[src/design/pic_map.svh]
// register map, field positions, reset values and timing counts of the interrupt controller
`ifndef PIC_MAP_SVH
`define PIC_MAP_SVH
`define PIC_ADDR_ENABLE_LOW 16'h003A
`define PIC_ADDR_ENABLE_HIGH 16'h003B
`define PIC_ADDR_LATCH_LOW 16'h003C
`define PIC_ADDR_LATCH_HIGH 16'h003D
`define PIC_ADDR_SELECTOR 16'h0038
`define PIC_MASTER_ENABLE_BIT 0
`define PIC_SELECTOR_SHARED_BIT 6
`define PIC_ENABLE_RESET 16'h0000
`define PIC_LATCH_RESET 16'h0000
`define PIC_SELECTOR_RESET 8'h00
`define PIC_SHARED_SOURCE 11
`define PIC_FIRST_MASKABLE 4
`define PIC_ACCEPT_MCYCLES 8
`define PIC_CLOCKS_PER_MCYCLE 4
`define PIC_ACCEPT_CLOCKS (`PIC_ACCEPT_MCYCLES * `PIC_CLOCKS_PER_MCYCLE)
`define PIC_WORST_LATENCY_CLOCKS 38
`define PIC_STACK_DROP 3
`define PIC_VECTOR_TOP 16'hFFFA
`endif

[src/design/pic_pkg.sv]
// types of the prioritized interrupt controller
package pic_pkg;
  // ************************************
  // register bus access from the cpu core
  // ************************************
  typedef struct packed {
    logic wr;
    logic rd;
    logic [15:0] addr;
    logic [7:0] wdata;
  } pic_sfr_req_t;

  // ************************************
  // cpu sequencing commands per step
  // ************************************
  typedef struct packed {
    logic push;
    logic [7:0] push_data;
    logic load_pc;
    logic [15:0] vector;
  } pic_cpu_cmd_t;

  typedef enum logic [2:0] {
    PIC_IDLE = 3'b000,
    PIC_WAIT = 3'b001,
    PIC_PUSH_PSW = 3'b010,
    PIC_PUSH_PCH = 3'b011,
    PIC_PUSH_PCL = 3'b100,
    PIC_VECTOR = 3'b101,
    PIC_FINISH = 3'b110
  } pic_state_t;
endpackage : pic_pkg

[src/design/pic_controller.sv]
// prioritized interrupt controller: enables, latches, selector and acceptance sequencer
`timescale 1ns/1ps
`include "pic_map.svh"
module pic_controller (
  // clock and reset
  input wire logic sys_clk,
  input wire logic rstn,
  // special-function register access
  input wire pic_pkg::pic_sfr_req_t sfr_req,
  output logic [7:0] sfr_rdata,
  // interrupt sources, one-cycle request pulses, index 2..15
  input wire logic [15:0] irq_in,
  input wire logic timer_counter_four_irq,
  input wire logic external_input_three_irq,
  // cpu core handshake
  input wire logic instr_done,
  input wire logic enable_instr,
  input wire logic disable_instr,
  input wire logic maskable_return_instr,
  input wire logic nonmaskable_return_instr,
  input wire logic [7:0] stacked_status,
  input wire logic [7:0] processor_status_word,
  input wire logic [15:0] pc_current,
  input wire logic [15:0] sp_current,
  // sequencing outputs
  output logic int_pending,
  output logic accept_busy,
  output pic_pkg::pic_cpu_cmd_t cpu_cmd,
  output logic [15:0] sp_next,
  output logic master_enable_flag
);
  // ************************************
  // registers
  // ************************************
  logic [15:4] source_enable_flag;
  logic [7:0] shared_source_selector;
  logic [15:0] request_latch;
  logic [15:0] set_vec;
  logic [15:0] sw_clr;
  logic [15:0] ack_clr;
  logic [15:0] eligible;
  logic [3:0] win_idx;
  logic win_any;
  logic [3:0] acc_idx, next_acc_idx;
  logic saved_mef, next_saved_mef;
  logic next_mef;
  logic [15:4] next_sef;
  logic [7:0] next_sel;
  logic [7:0] next_rdata;
  logic [5:0] step_cnt, next_step_cnt;
  pic_pkg::pic_state_t state, next_state;
  pic_pkg::pic_cpu_cmd_t next_cmd;
  logic [15:0] next_sp;
  logic next_busy;
  logic next_pending;
  logic wr_el, wr_eh, wr_ll, wr_lh, wr_sel;

  assign wr_el = sfr_req.wr && sfr_req.addr == `PIC_ADDR_ENABLE_LOW;
  assign wr_eh = sfr_req.wr && sfr_req.addr == `PIC_ADDR_ENABLE_HIGH;
  assign wr_ll = sfr_req.wr && sfr_req.addr == `PIC_ADDR_LATCH_LOW;
  assign wr_lh = sfr_req.wr && sfr_req.addr == `PIC_ADDR_LATCH_HIGH;
  assign wr_sel = sfr_req.wr && sfr_req.addr == `PIC_ADDR_SELECTOR;

  // ************************************
  // request latches
  // ************************************
  always_comb begin
    set_vec = irq_in;
    set_vec[1:0] = 2'b00;
    set_vec[`PIC_SHARED_SOURCE] = shared_source_selector[`PIC_SELECTOR_SHARED_BIT] ?
      external_input_three_irq : timer_counter_four_irq;
    sw_clr = 16'h0000;
    if (wr_ll) begin
      sw_clr[7:0] = ~sfr_req.wdata;
    end
    if (wr_lh) begin
      sw_clr[15:8] = ~sfr_req.wdata;
    end
    sw_clr[1:0] = 2'b00;
    ack_clr = 16'h0000;
    if (state == pic_pkg::PIC_WAIT && step_cnt == 6'd0) begin
      ack_clr[acc_idx] = 1'b1;
    end
  end

  genvar gi;
  generate
    for (gi = 2; gi < 16; gi++) begin : g_latch
      pic_latch_bit u_bit (
        .sys_clk(sys_clk),
        .rstn(rstn),
        .set_req(set_vec[gi]),
        .sw_clear(sw_clr[gi]),
        .ack_clear(ack_clr[gi]),
        .latched(request_latch[gi])
      );
    end
  endgenerate
  assign request_latch[1:0] = 2'b00;

  // ************************************
  // priority selection
  // ************************************
  always_comb begin
    eligible = 16'h0000;
    eligible[3:2] = request_latch[3:2];
    for (int i = 4; i < 16; i++) begin
      eligible[i] = request_latch[i] && source_enable_flag[i] && master_enable_flag;
    end
    win_any = |eligible;
    win_idx = 4'd0;
    for (int i = 15; i >= 2; i--) begin
      if (eligible[i]) begin
        win_idx = 4'(i);
      end
    end
  end

  // ************************************
  // enable registers and selector
  // ************************************
  always_comb begin
    next_mef = master_enable_flag;
    next_sef = source_enable_flag;
    next_sel = shared_source_selector;
    if (wr_el) begin
      next_mef = sfr_req.wdata[`PIC_MASTER_ENABLE_BIT];
      next_sef[7:4] = sfr_req.wdata[7:4];
    end
    if (wr_eh) begin
      next_sef[15:8] = sfr_req.wdata;
    end
    if (wr_sel) begin
      next_sel = sfr_req.wdata;
    end
    if (enable_instr) begin
      next_mef = 1'b1;
    end
    if (disable_instr) begin
      next_mef = 1'b0;
    end
    if (maskable_return_instr || nonmaskable_return_instr) begin
      next_mef = stacked_status[`PIC_MASTER_ENABLE_BIT];
    end
    if (state == pic_pkg::PIC_IDLE && instr_done && win_any) begin
      next_mef = 1'b0;
    end
  end

  always_comb begin
    next_rdata = 8'h00;
    if (sfr_req.rd) begin
      case (sfr_req.addr)
        `PIC_ADDR_ENABLE_LOW: next_rdata = {source_enable_flag[7:4], 3'b000, master_enable_flag};
        `PIC_ADDR_ENABLE_HIGH: next_rdata = source_enable_flag[15:8];
        `PIC_ADDR_LATCH_LOW: next_rdata = request_latch[7:0];
        `PIC_ADDR_LATCH_HIGH: next_rdata = request_latch[15:8];
        `PIC_ADDR_SELECTOR: next_rdata = shared_source_selector;
        default: next_rdata = 8'h00;
      endcase
    end
  end

  always_ff @(posedge sys_clk or negedge rstn) begin
    if (!rstn) begin
      master_enable_flag <= 1'b0;
      source_enable_flag <= 12'h000;
      shared_source_selector <= `PIC_SELECTOR_RESET;
      sfr_rdata <= 8'h00;
    end else begin
      master_enable_flag <= next_mef;
      source_enable_flag <= next_sef;
      shared_source_selector <= next_sel;
      sfr_rdata <= next_rdata;
    end
  end

  // ************************************
  // acceptance sequencer
  // ************************************
  always_comb begin
    next_state = state;
    next_step_cnt = step_cnt;
    next_acc_idx = acc_idx;
    next_saved_mef = saved_mef;
    next_cmd = '0;
    next_sp = sp_next;
    next_busy = accept_busy;
    next_pending = win_any;
    case (state)
      pic_pkg::PIC_IDLE: begin
        if (instr_done && win_any) begin
          next_saved_mef = master_enable_flag;
          next_acc_idx = win_idx;
          next_step_cnt = 6'd0;
          next_busy = 1'b1;
          next_state = pic_pkg::PIC_WAIT;
        end
      end
      pic_pkg::PIC_WAIT: begin
        next_state = pic_pkg::PIC_PUSH_PSW;
      end
      pic_pkg::PIC_PUSH_PSW: begin
        next_cmd.push = 1'b1;
        next_cmd.push_data = {processor_status_word[7:1], saved_mef};
        next_state = pic_pkg::PIC_PUSH_PCH;
      end
      pic_pkg::PIC_PUSH_PCH: begin
        next_cmd.push = 1'b1;
        next_cmd.push_data = pc_current[15:8];
        next_state = pic_pkg::PIC_PUSH_PCL;
      end
      pic_pkg::PIC_PUSH_PCL: begin
        next_cmd.push = 1'b1;
        next_cmd.push_data = pc_current[7:0];
        next_sp = sp_current - 16'(`PIC_STACK_DROP);
        next_state = pic_pkg::PIC_VECTOR;
      end
      pic_pkg::PIC_VECTOR: begin
        next_cmd.load_pc = 1'b1;
        next_cmd.vector = (acc_idx < 4'd4) ? `PIC_VECTOR_TOP - 16'({acc_idx, 1'b0}) + 16'h0004 :
          16'hFFFE - 16'({acc_idx, 1'b0});
        next_state = pic_pkg::PIC_FINISH;
      end
      pic_pkg::PIC_FINISH: begin
        if (step_cnt == 6'(`PIC_ACCEPT_CLOCKS - 1)) begin
          next_busy = 1'b0;
          next_state = pic_pkg::PIC_IDLE;
        end
      end
      default: begin
        next_state = pic_pkg::PIC_IDLE;
        next_busy = 1'b0;
      end
    endcase
    if (state != pic_pkg::PIC_IDLE) begin
      next_step_cnt = step_cnt + 6'd1;
    end
  end

  always_ff @(posedge sys_clk or negedge rstn) begin
    if (!rstn) begin
      state <= pic_pkg::PIC_IDLE;
      step_cnt <= 6'd0;
      acc_idx <= 4'd0;
      saved_mef <= 1'b0;
      cpu_cmd <= '0;
      sp_next <= 16'h0000;
      accept_busy <= 1'b0;
      int_pending <= 1'b0;
    end else begin
      state <= next_state;
      step_cnt <= next_step_cnt;
      acc_idx <= next_acc_idx;
      saved_mef <= next_saved_mef;
      cpu_cmd <= next_cmd;
      sp_next <= next_sp;
      accept_busy <= next_busy;
      int_pending <= next_pending;
    end
  end

  // ************************************
  // assertions
  // ************************************
  a_master_gates: assert property (@(posedge sys_clk) disable iff (!rstn)
    (state == pic_pkg::PIC_IDLE && !master_enable_flag && request_latch[3:2] == 2'b00) |=> !accept_busy)
    else $error("maskable accepted with master off");
  a_accept_clears: assert property (@(posedge sys_clk) disable iff (!rstn)
    (state == pic_pkg::PIC_IDLE && instr_done && win_any) |=> !master_enable_flag)
    else $error("master enable not cleared at accept");
  a_return_reload: assert property (@(posedge sys_clk) disable iff (!rstn)
    (maskable_return_instr && state == pic_pkg::PIC_IDLE && !(instr_done && win_any))
    |=> master_enable_flag == $past(stacked_status[0])) else $error("return did not reload");
  a_ack_clears: assert property (@(posedge sys_clk) disable iff (!rstn)
    (ack_clr != 16'h0000 && set_vec == 16'h0000) |=> ((request_latch & $past(ack_clr)) == 16'h0000))
    else $error("accepted latch not cleared");
  a_set_wins: assert property (@(posedge sys_clk) disable iff (!rstn)
    (wr_ll && set_vec[5] && !sfr_req.wdata[5]) |=> request_latch[5]) else $error("request lost on clear");
  a_shared_sel: assert property (@(posedge sys_clk) disable iff (!rstn)
    (!shared_source_selector[6] && !timer_counter_four_irq && !request_latch[11] && !ack_clr[11])
    |=> !request_latch[11]) else $error("unselected source set shared latch");
  a_push_order: assert property (@(posedge sys_clk) disable iff (!rstn)
    (state == pic_pkg::PIC_WAIT) |=> ##1 cpu_cmd.push ##1 cpu_cmd.push ##1 cpu_cmd.push ##1 cpu_cmd.load_pc)
    else $error("push sequence broken");
  a_accept_len: assert property (@(posedge sys_clk) disable iff (!rstn)
    $rose(accept_busy) |-> accept_busy [*8]) else $error("acceptance too short");
  a_enable_reset: assert property (@(posedge sys_clk)
    $rose(rstn) |-> source_enable_flag == 12'h000) else $error("enable flags not reset");
  c_accept: cover property (@(posedge sys_clk) disable iff (!rstn) $rose(accept_busy));
  c_nonmask: cover property (@(posedge sys_clk) disable iff (!rstn) accept_busy && acc_idx == 4'd3);
  c_return: cover property (@(posedge sys_clk) disable iff (!rstn) maskable_return_instr);
endmodule : pic_controller

[src/design/pic_latch_bit.sv]
// one request latch bit with set over clear priority
`timescale 1ns/1ps
module pic_latch_bit (
  // clock and reset
  input wire logic sys_clk,
  input wire logic rstn,
  // control
  input wire logic set_req,
  input wire logic sw_clear,
  input wire logic ack_clear,
  // state
  output logic latched
);
  logic next_latched;

  always_comb begin
    next_latched = latched;
    if (sw_clear || ack_clear) begin
      next_latched = 1'b0;
    end
    if (set_req) begin
      next_latched = 1'b1;
    end
  end

  always_ff @(posedge sys_clk or negedge rstn) begin
    if (!rstn) begin
      latched <= 1'b0;
    end else begin
      latched <= next_latched;
    end
  end
endmodule : pic_latch_bit

[config.mk]
export PLATFORM = sky130hd
export DESIGN_NAME = pic_controller
export DESIGN_NICKNAME = d
export VERILOG_FILES = /design/src/design/pic_pkg.sv /design/src/design/pic_controller.sv /design/src/design/pic_latch_bit.sv
export VERILOG_INCLUDE_DIRS = /design/src /design/src/design
export SDC_FILE = /design/constraint.sdc
export NUM_CORES = 1
export LEC_CHECK = 0
export ABC_AREA = 1
export BUFFER_PORTS_ARGS = -buffer_cell sky130_fd_sc_hd__buf_4
export CAP_MARGIN = 0
export CORE_ASPECT_RATIO = 1.2
export CORE_MARGIN = 5
export CORE_UTILIZATION = 52
export CTS_BUF_LIST = sky130_fd_sc_hd__clkbuf_4
export DETAILED_ROUTE_END_ITERATION = 6
export PLACE_DENSITY_LB_ADDON = 0.05
export SYNTH_ARGS = -nofsm -noshare
export SYNTH_HDL_FRONTEND = slang
export SYNTH_SLANG_ARGS = --single-unit
[constraint.sdc]
create_clock -name sys_clk -period 2 [get_ports sys_clk]
set_input_delay 0.4 -clock sys_clk [delete_from_list [all_inputs] [get_ports sys_clk]]
set_output_delay 0.4 -clock sys_clk [all_outputs]
set_load 0.05 [all_outputs]
### Yosys cells after proc, flatten, opt, wreduce, memory -nomap -nowiden

Cells that the tools add are included.

| storage, ports and cells | value |
|---|---|
| flip-flop bits (word level) | 101 |
| latch bits | 0 |
| RAM bits | 0 |
| bits in read-only memories | 0 |
| input bits | 99 |
| word-level logic and storage cells | 196 |
| memories | 0 |

| operators by class | value |
|---|---|
| add/subtract/negate cells | 5 |
| $mul | 0 |
| div/mod/pow operators | 0 |
| order comparisons | 3 |
| equality and inequality tests | 14 |
| shifts and indexed selects | 0 |
| mux-type cells | 67 |
| bitwise gates (word level) | 2 |
| reduce and logical (&&, ||, !) cells | 75 |

Operators by type and width:

| operator | count |
|---|---|
| 16-bit by 6-bit == test with 1-bit output, second input constant | 5 |
| 4-bit two-way mux | 14 |
| 8-bit one-hot mux with 5 select lines | 1 |
| 1-bit two-way mux | 37 |
| 1-bit logical AND | 34 |
| 16-bit two-way mux | 2 |
| 2-bit nonzero test | 16 |
| 9-bit one-hot mux with 3 select lines | 1 |
| 8-bit two-way mux | 3 |
| 3-bit one-hot mux with 7 select lines | 1 |
| 6-bit two-way mux | 3 |
| 17-bit two-way mux | 1 |
| 16-bit by 2-bit subtractor with 16-bit output, second input constant | 1 |
| 1-bit logical OR | 15 |
| 14-bit OR reduction | 1 |
| 3-bit == test, second input constant | 3 |
| 7-bit by 4-bit adder with 8-bit output, second input constant | 1 |
| 8-bit NOT | 1 |
| 2-bit by 6-bit subtractor with 7-bit output, first input constant | 1 |
| 4-bit by 6-bit subtractor with 7-bit output, first input constant | 1 |
| 6-bit by 1-bit adder with 6-bit output, second input constant | 1 |
| 3-bit by 2-bit == test with 1-bit output, second input constant | 2 |
| 6-bit by 5-bit == test with 1-bit output, second input constant | 1 |
| 6-bit zero test | 1 |
| 16 further kinds | 19 |

### Depth between registers and ports, before layout

| depth | value |
|---|---|
| word-level depth | 16 |
| gate-level depth with buffers | 16 |

### Cells and area by module

From an unflattened synthesis, not the netlist that was laid out.

| second synthesis, totals | value |
|---|---|
| cell total of the unflattened synthesis | 608 |
| area, all modules | 4,674.5 um^2 |

Modules (own cells, without submodules):

| module | times used | cells each | area each (um^2) | sequential area each (um^2) |
|---|---|---|---|---|
| pic_controller | 1 | 538 | 4,113.9 | 1,901.8 |
| pic_latch_bit | 14 | 5 | 40.0 | 25.0 |

### Least setup slack after synthesis

OpenSTA, ideal clock, no wires.

| timing path | value |
|---|---|
| kind | register to register |
| from | reg master_enable_flag |
| to | reg acc_idx[1] |
| setup time | 0.122 ns |
| arrival | 1.693 ns |
| required time | 1.878 ns |
| setup slack | 0.185 ns |
| cell stages (with the launch flop) | 13 |
| buffers on the path | 1 |
| cell sequence | dfrtp_1 -> buf_6 -> nand3_1 -> nand2_1 -> nor2_1 -> nand2_1 -> nor2_1 -> inv_2 -> nand3_4 -> inv_2 -> nand2_2 -> a21oi_1 -> a21oi_1 |

| on the way | value |
|---|---|
| elaborated cells between the ends (all ways) | 29 |
| those cells by class | mux (14); reduce/logical (15) |

RTL lines:

| what | RTL line | source |
|---|---|---|
| from (decl) | pic_controller.sv:30 | `output logic master_enable_flag` |
| from (signal assigned) | pic_controller.sv:171 | `master_enable_flag <= next_mef;` |
| 1-bit logical AND | pic_controller.sv:108 | `eligible[i] = request_latch[i] && source_enable_flag[i] && master_enable_flag;` |
| 14-bit OR reduction * | pic_controller.sv:110 | `win_any = \|eligible;` |
| via next_pending | pic_controller.sv:55 | `logic next_pending;` |
| 1-bit logical AND * | pic_controller.sv:192 | `if (instr_done && win_any) begin` |
| 2-bit AND reduction (no source line) * | - |  |
| to (signal assigned) | pic_controller.sv:254 | `acc_idx <= next_acc_idx;` |
| to (decl) | pic_controller.sv:44 | `logic [3:0] acc_idx, next_acc_idx;` |

Mark *: on every way through the listed nets, which the timed path passes. The rest lies on a longest branch.
A chain may end at the register's enable or synchronous reset.

### Final worst setup path

| timing path | value |
|---|---|
| from | reg master_enable_flag |
| to | reg accept_busy |

| on the way | value |
|---|---|
| word-level cells in the longest chain between the ends | 5 |
| elaborated cells between the ends (all ways) | 16 |
| those cells by class | eq/ne (1); reduce/logical (15) |

Ends and longest elaborated chain:

| what | RTL line | source |
|---|---|---|
| 1-bit logical AND | pic_controller.sv:108 |  |
| 14-bit OR reduction * | pic_controller.sv:110 |  |
| via next_pending | pic_controller.sv:55 |  |
| 1-bit logical AND * | pic_controller.sv:192 |  |
| 2-bit by 1-bit != test with 1-bit output (no source line) * | - |  |
| 3-bit AND reduction (no source line) * | - |  |
| to (signal assigned) | pic_controller.sv:258 | `accept_busy <= next_busy;` |
| to (decl) | pic_controller.sv:27 | `output logic accept_busy,` |

Marks and branches as above.

==> reports/metrics.yaml <==
status: "finished clean"
hold_class: "in -> reg"
post-route-drc-count: 0
dp_hpwl_mm: 9.51
groute.usage.overall_pct: 23.4
synth_largest_area_cell: "dfrtp_1"
grt_max_degree: 47
cp_data_required_time_ps: 2340
tightest_slew_ps: 576
ys_types: 41
p_leak_nw: 3.05
vias: 4295
critical_path_arrival_ps: 2050
min_path_cells: 2
start_util_pct: 53.3
hold_viol_final: 0
layout.cells.non_filler: 838
syn_area_um2: 4590
areaGrowthSynthToFinish_pct: 29.7
crit_type: "reg -> reg"
powerDensity_nw_per_um2: 1080
antenna_found_initial: 0
fmax_mhz: 585
fin_crit_ps: 1710
final_area_um2: 5950
first_iter_violations: 152
end_kind: "register"
nets: 818
grt_pass1_vias: 4347
path_clk_slew_ps: 140
die_h_um: 113
worst_clock_skew_ps: 18.8
grt_overflow: 0
irDropWorstVdd_v: 0.000985
antenna_cells: 0
maxCapViolations: 0
syn_nets: 668
clk_latency_ps: 450
core_um2: 8610
cts_max_path_buffers: 2
synth_area_per_cell_um2: 8.10
grt_pass1_wl_mm: 19.8
wl_per_cell_um: 14.3
cts_tree: "built"
dp.cells: 821
fin_setup_tns_ps: 0
place.port_buffers: 139
place_area_um2: 5800
vias_per_cell: 5.13
dieArea_um2: 10800
drive_gt1_share_pct: 28.8
postLayoutSetupSlackWorst_ps: 291
floorplan.rows: 37
cts.sinks: 90
drt-pass1-iter-count: 5
gp_congestion: 0.891
rr_worst_depth: 12
cts-root-buf: "clkbuf_4"
yosysTopAreaCellShare_pct: 49.1
slew_viol_final: 0
setup.worst_path.start_class: "register"
cts-buffers-inserted: 9
cp_max_fo: 13
ios: 152
slew_headroom_pct: 61.5
yosysWarnings: 0
die_x_um: 95.7
ant_nets: 0
ys_seq_elements: 90
synth_area_leaders: "dfrtp_1 49%, nand2_1 14%, nor2_1 5.2%, nand3_1 5.1%, inv_1 4.4%"
synth.yosys.seq_area_share_pct: 49.1
dp_slack_ps: 59.5
rsz0062_at_grt: "no"
timing.final.crit_share_pct: 85.5
synth_cells: 566
fillers: 771
p_total_mw: 6.40
finalSetupViolations: 0
htreeDepth: 3
routed_wl_mm: 12.0
-- stage by stage --
| step | util (%) | hold WS [ps] |
|---|---|---|
| after floorplan | - | 104 |
| after global placement | 67.3 | 309 |
| after detailed placement | 67.3 | 316 |
| after CTS | 69.1 | 106 |
| after global routing | 69.1 | 99.2 |
| final | 69.1 | 121 |
-- cell type report --
| cell class | count | area, um^2 | share of cell area (%) |
|---|---|---|---|
| Tap cell | 117 | 146 | 2.46 |
| Inverter | 57 | 214 | 3.60 |
| Timing Repair Buffer | 160 | 1230 | 20.7 |
| Clock buffer | 11 | 82.6 | 1.39 |
| Sequential cell | 90 | 2250 | 37.9 |
| Multi-Input combinational cell | 398 | 1970 | 33.1 |
| Clock inverter | 5 | 55.1 | 0.926 |
-- flip-flops by register name (all words and copies together) (netlist names) --
register	count
sfr_rdata	8
step_cnt	6
master_enable_flag	1
sp_next	16
accept_busy	1
state	3
g_latch.u_bit.latched	14
acc_idx	4
shared_source_selector	8
source_enable_flag	12
cpu_cmd	15
saved_mef	1
int_pending	1
-- cell usage in the layout, fill, tap and decap left out, types with 4 or more instances in the layout --
master / n
nand2_1: 165
buf_4: 157
dfrtp_1: 90
nor2_1: 64
inv_1: 54
nand3_1: 47
o21ai_0: 30
clkbuf_4: 11
xor2_1: 9
a21oi_1: 9
o21ai_2: 8
nand4_1: 6
a31oi_1: 6
a31o_2: 6
nor3_1: 5
o21ai_1: 5
a31o_1: 4
-- Yosys cell counts (all sizes together) --
library cell  instances
conb                  1
nand4                 6
o211ai                1
o21ai                43
nor4                  2
clkbuf                4
mux2i                 1
or2                   1
inv                  57
o22ai                 1
a41oi                 1
a21oi                 9
o41ai                 1
a31o                 10
nor2                 69
nand3                50
nand2               169
buf                  17
ha                    3
o21bai                3
xnor2                 2
a31oi                 6
o221ai                1
nor3                  8
and3                  1
dfrtp                90
xor2                  9
-- critical path, cell delays in order (launching register included) --
cell and delay (ps):
dfrtp_1 410, buf_12 150, nand3_1 120, nand2_1 120, inv_1 60, nand3_1 90, nor2_1 70, inv_2 80
nand2_1 60, nand2_2 60, nand2_1 60, nor3_1 220, o21ai_1 90
-- logic make-up (layout without fill, tap and decap cells) --
logic type                 after synthesis  after routing  share of synthesized area [%]
other                                    1              1                         0.0818
buffers and inverters                   78            233                           7.97
DFF                                     90             90                           49.1
muxes                                    1              1                          0.218
xor gates and xnor gates                11             11                           2.10
adders and majority gates                3              3                          0.819
AOI/OAI and AO/OA                       76             76                           10.4
and+or+nand+nor                        306            306                           29.3
-- layer usage --
| layer | vias to the layer above | global-route usage, % | routed length, um |
|---|---|---|---|
| li1 | 2118 | - | - |
| met4 | 0 | 11.7 | 412 |
| met5 | - | 0 | 0 |
| met3 | 31 | 5.85 | 901 |
| met2 | 155 | 41.0 | 6180 |
| met1 | 1991 | 25.8 | 4530 |
-- repair_timing --
item	4_1_cts	5_1_grt
setup buffers	0	0
hold buffers	1	0
endpoints found under the hold margin	19	0
gates resized for setup	0	1
endpoints found under the setup margin	0	1
-- final timing paths --
check	endpoint	startpoint	slack (ps)
max	accept_busy	master_enable_flag	290
min	g_latch[4].u_bit.latched	irq_in[4]	120
max reg2reg	accept_busy	master_enable_flag	290
min reg2reg	shared_source_selector[5]	shared_source_selector[5]	500
max in group asynchronous	cpu_cmd[20]	rstn	990
min in group asynchronous	g_latch[15].u_bit.latched	rstn	370
-- power by group --
| part | leakage, nW | total [mW] | switching [mW] | internal, mW |
|---|---|---|---|---|
| clock | 0.0729 | 1.02 | 0.610 | 0.405 |
| combinational | 1.87 | 2.96 | 2.03 | 0.934 |
| sequential | 1.11 | 2.43 | 0.238 | 2.19 |
Power figures use the tool's default switching activity.
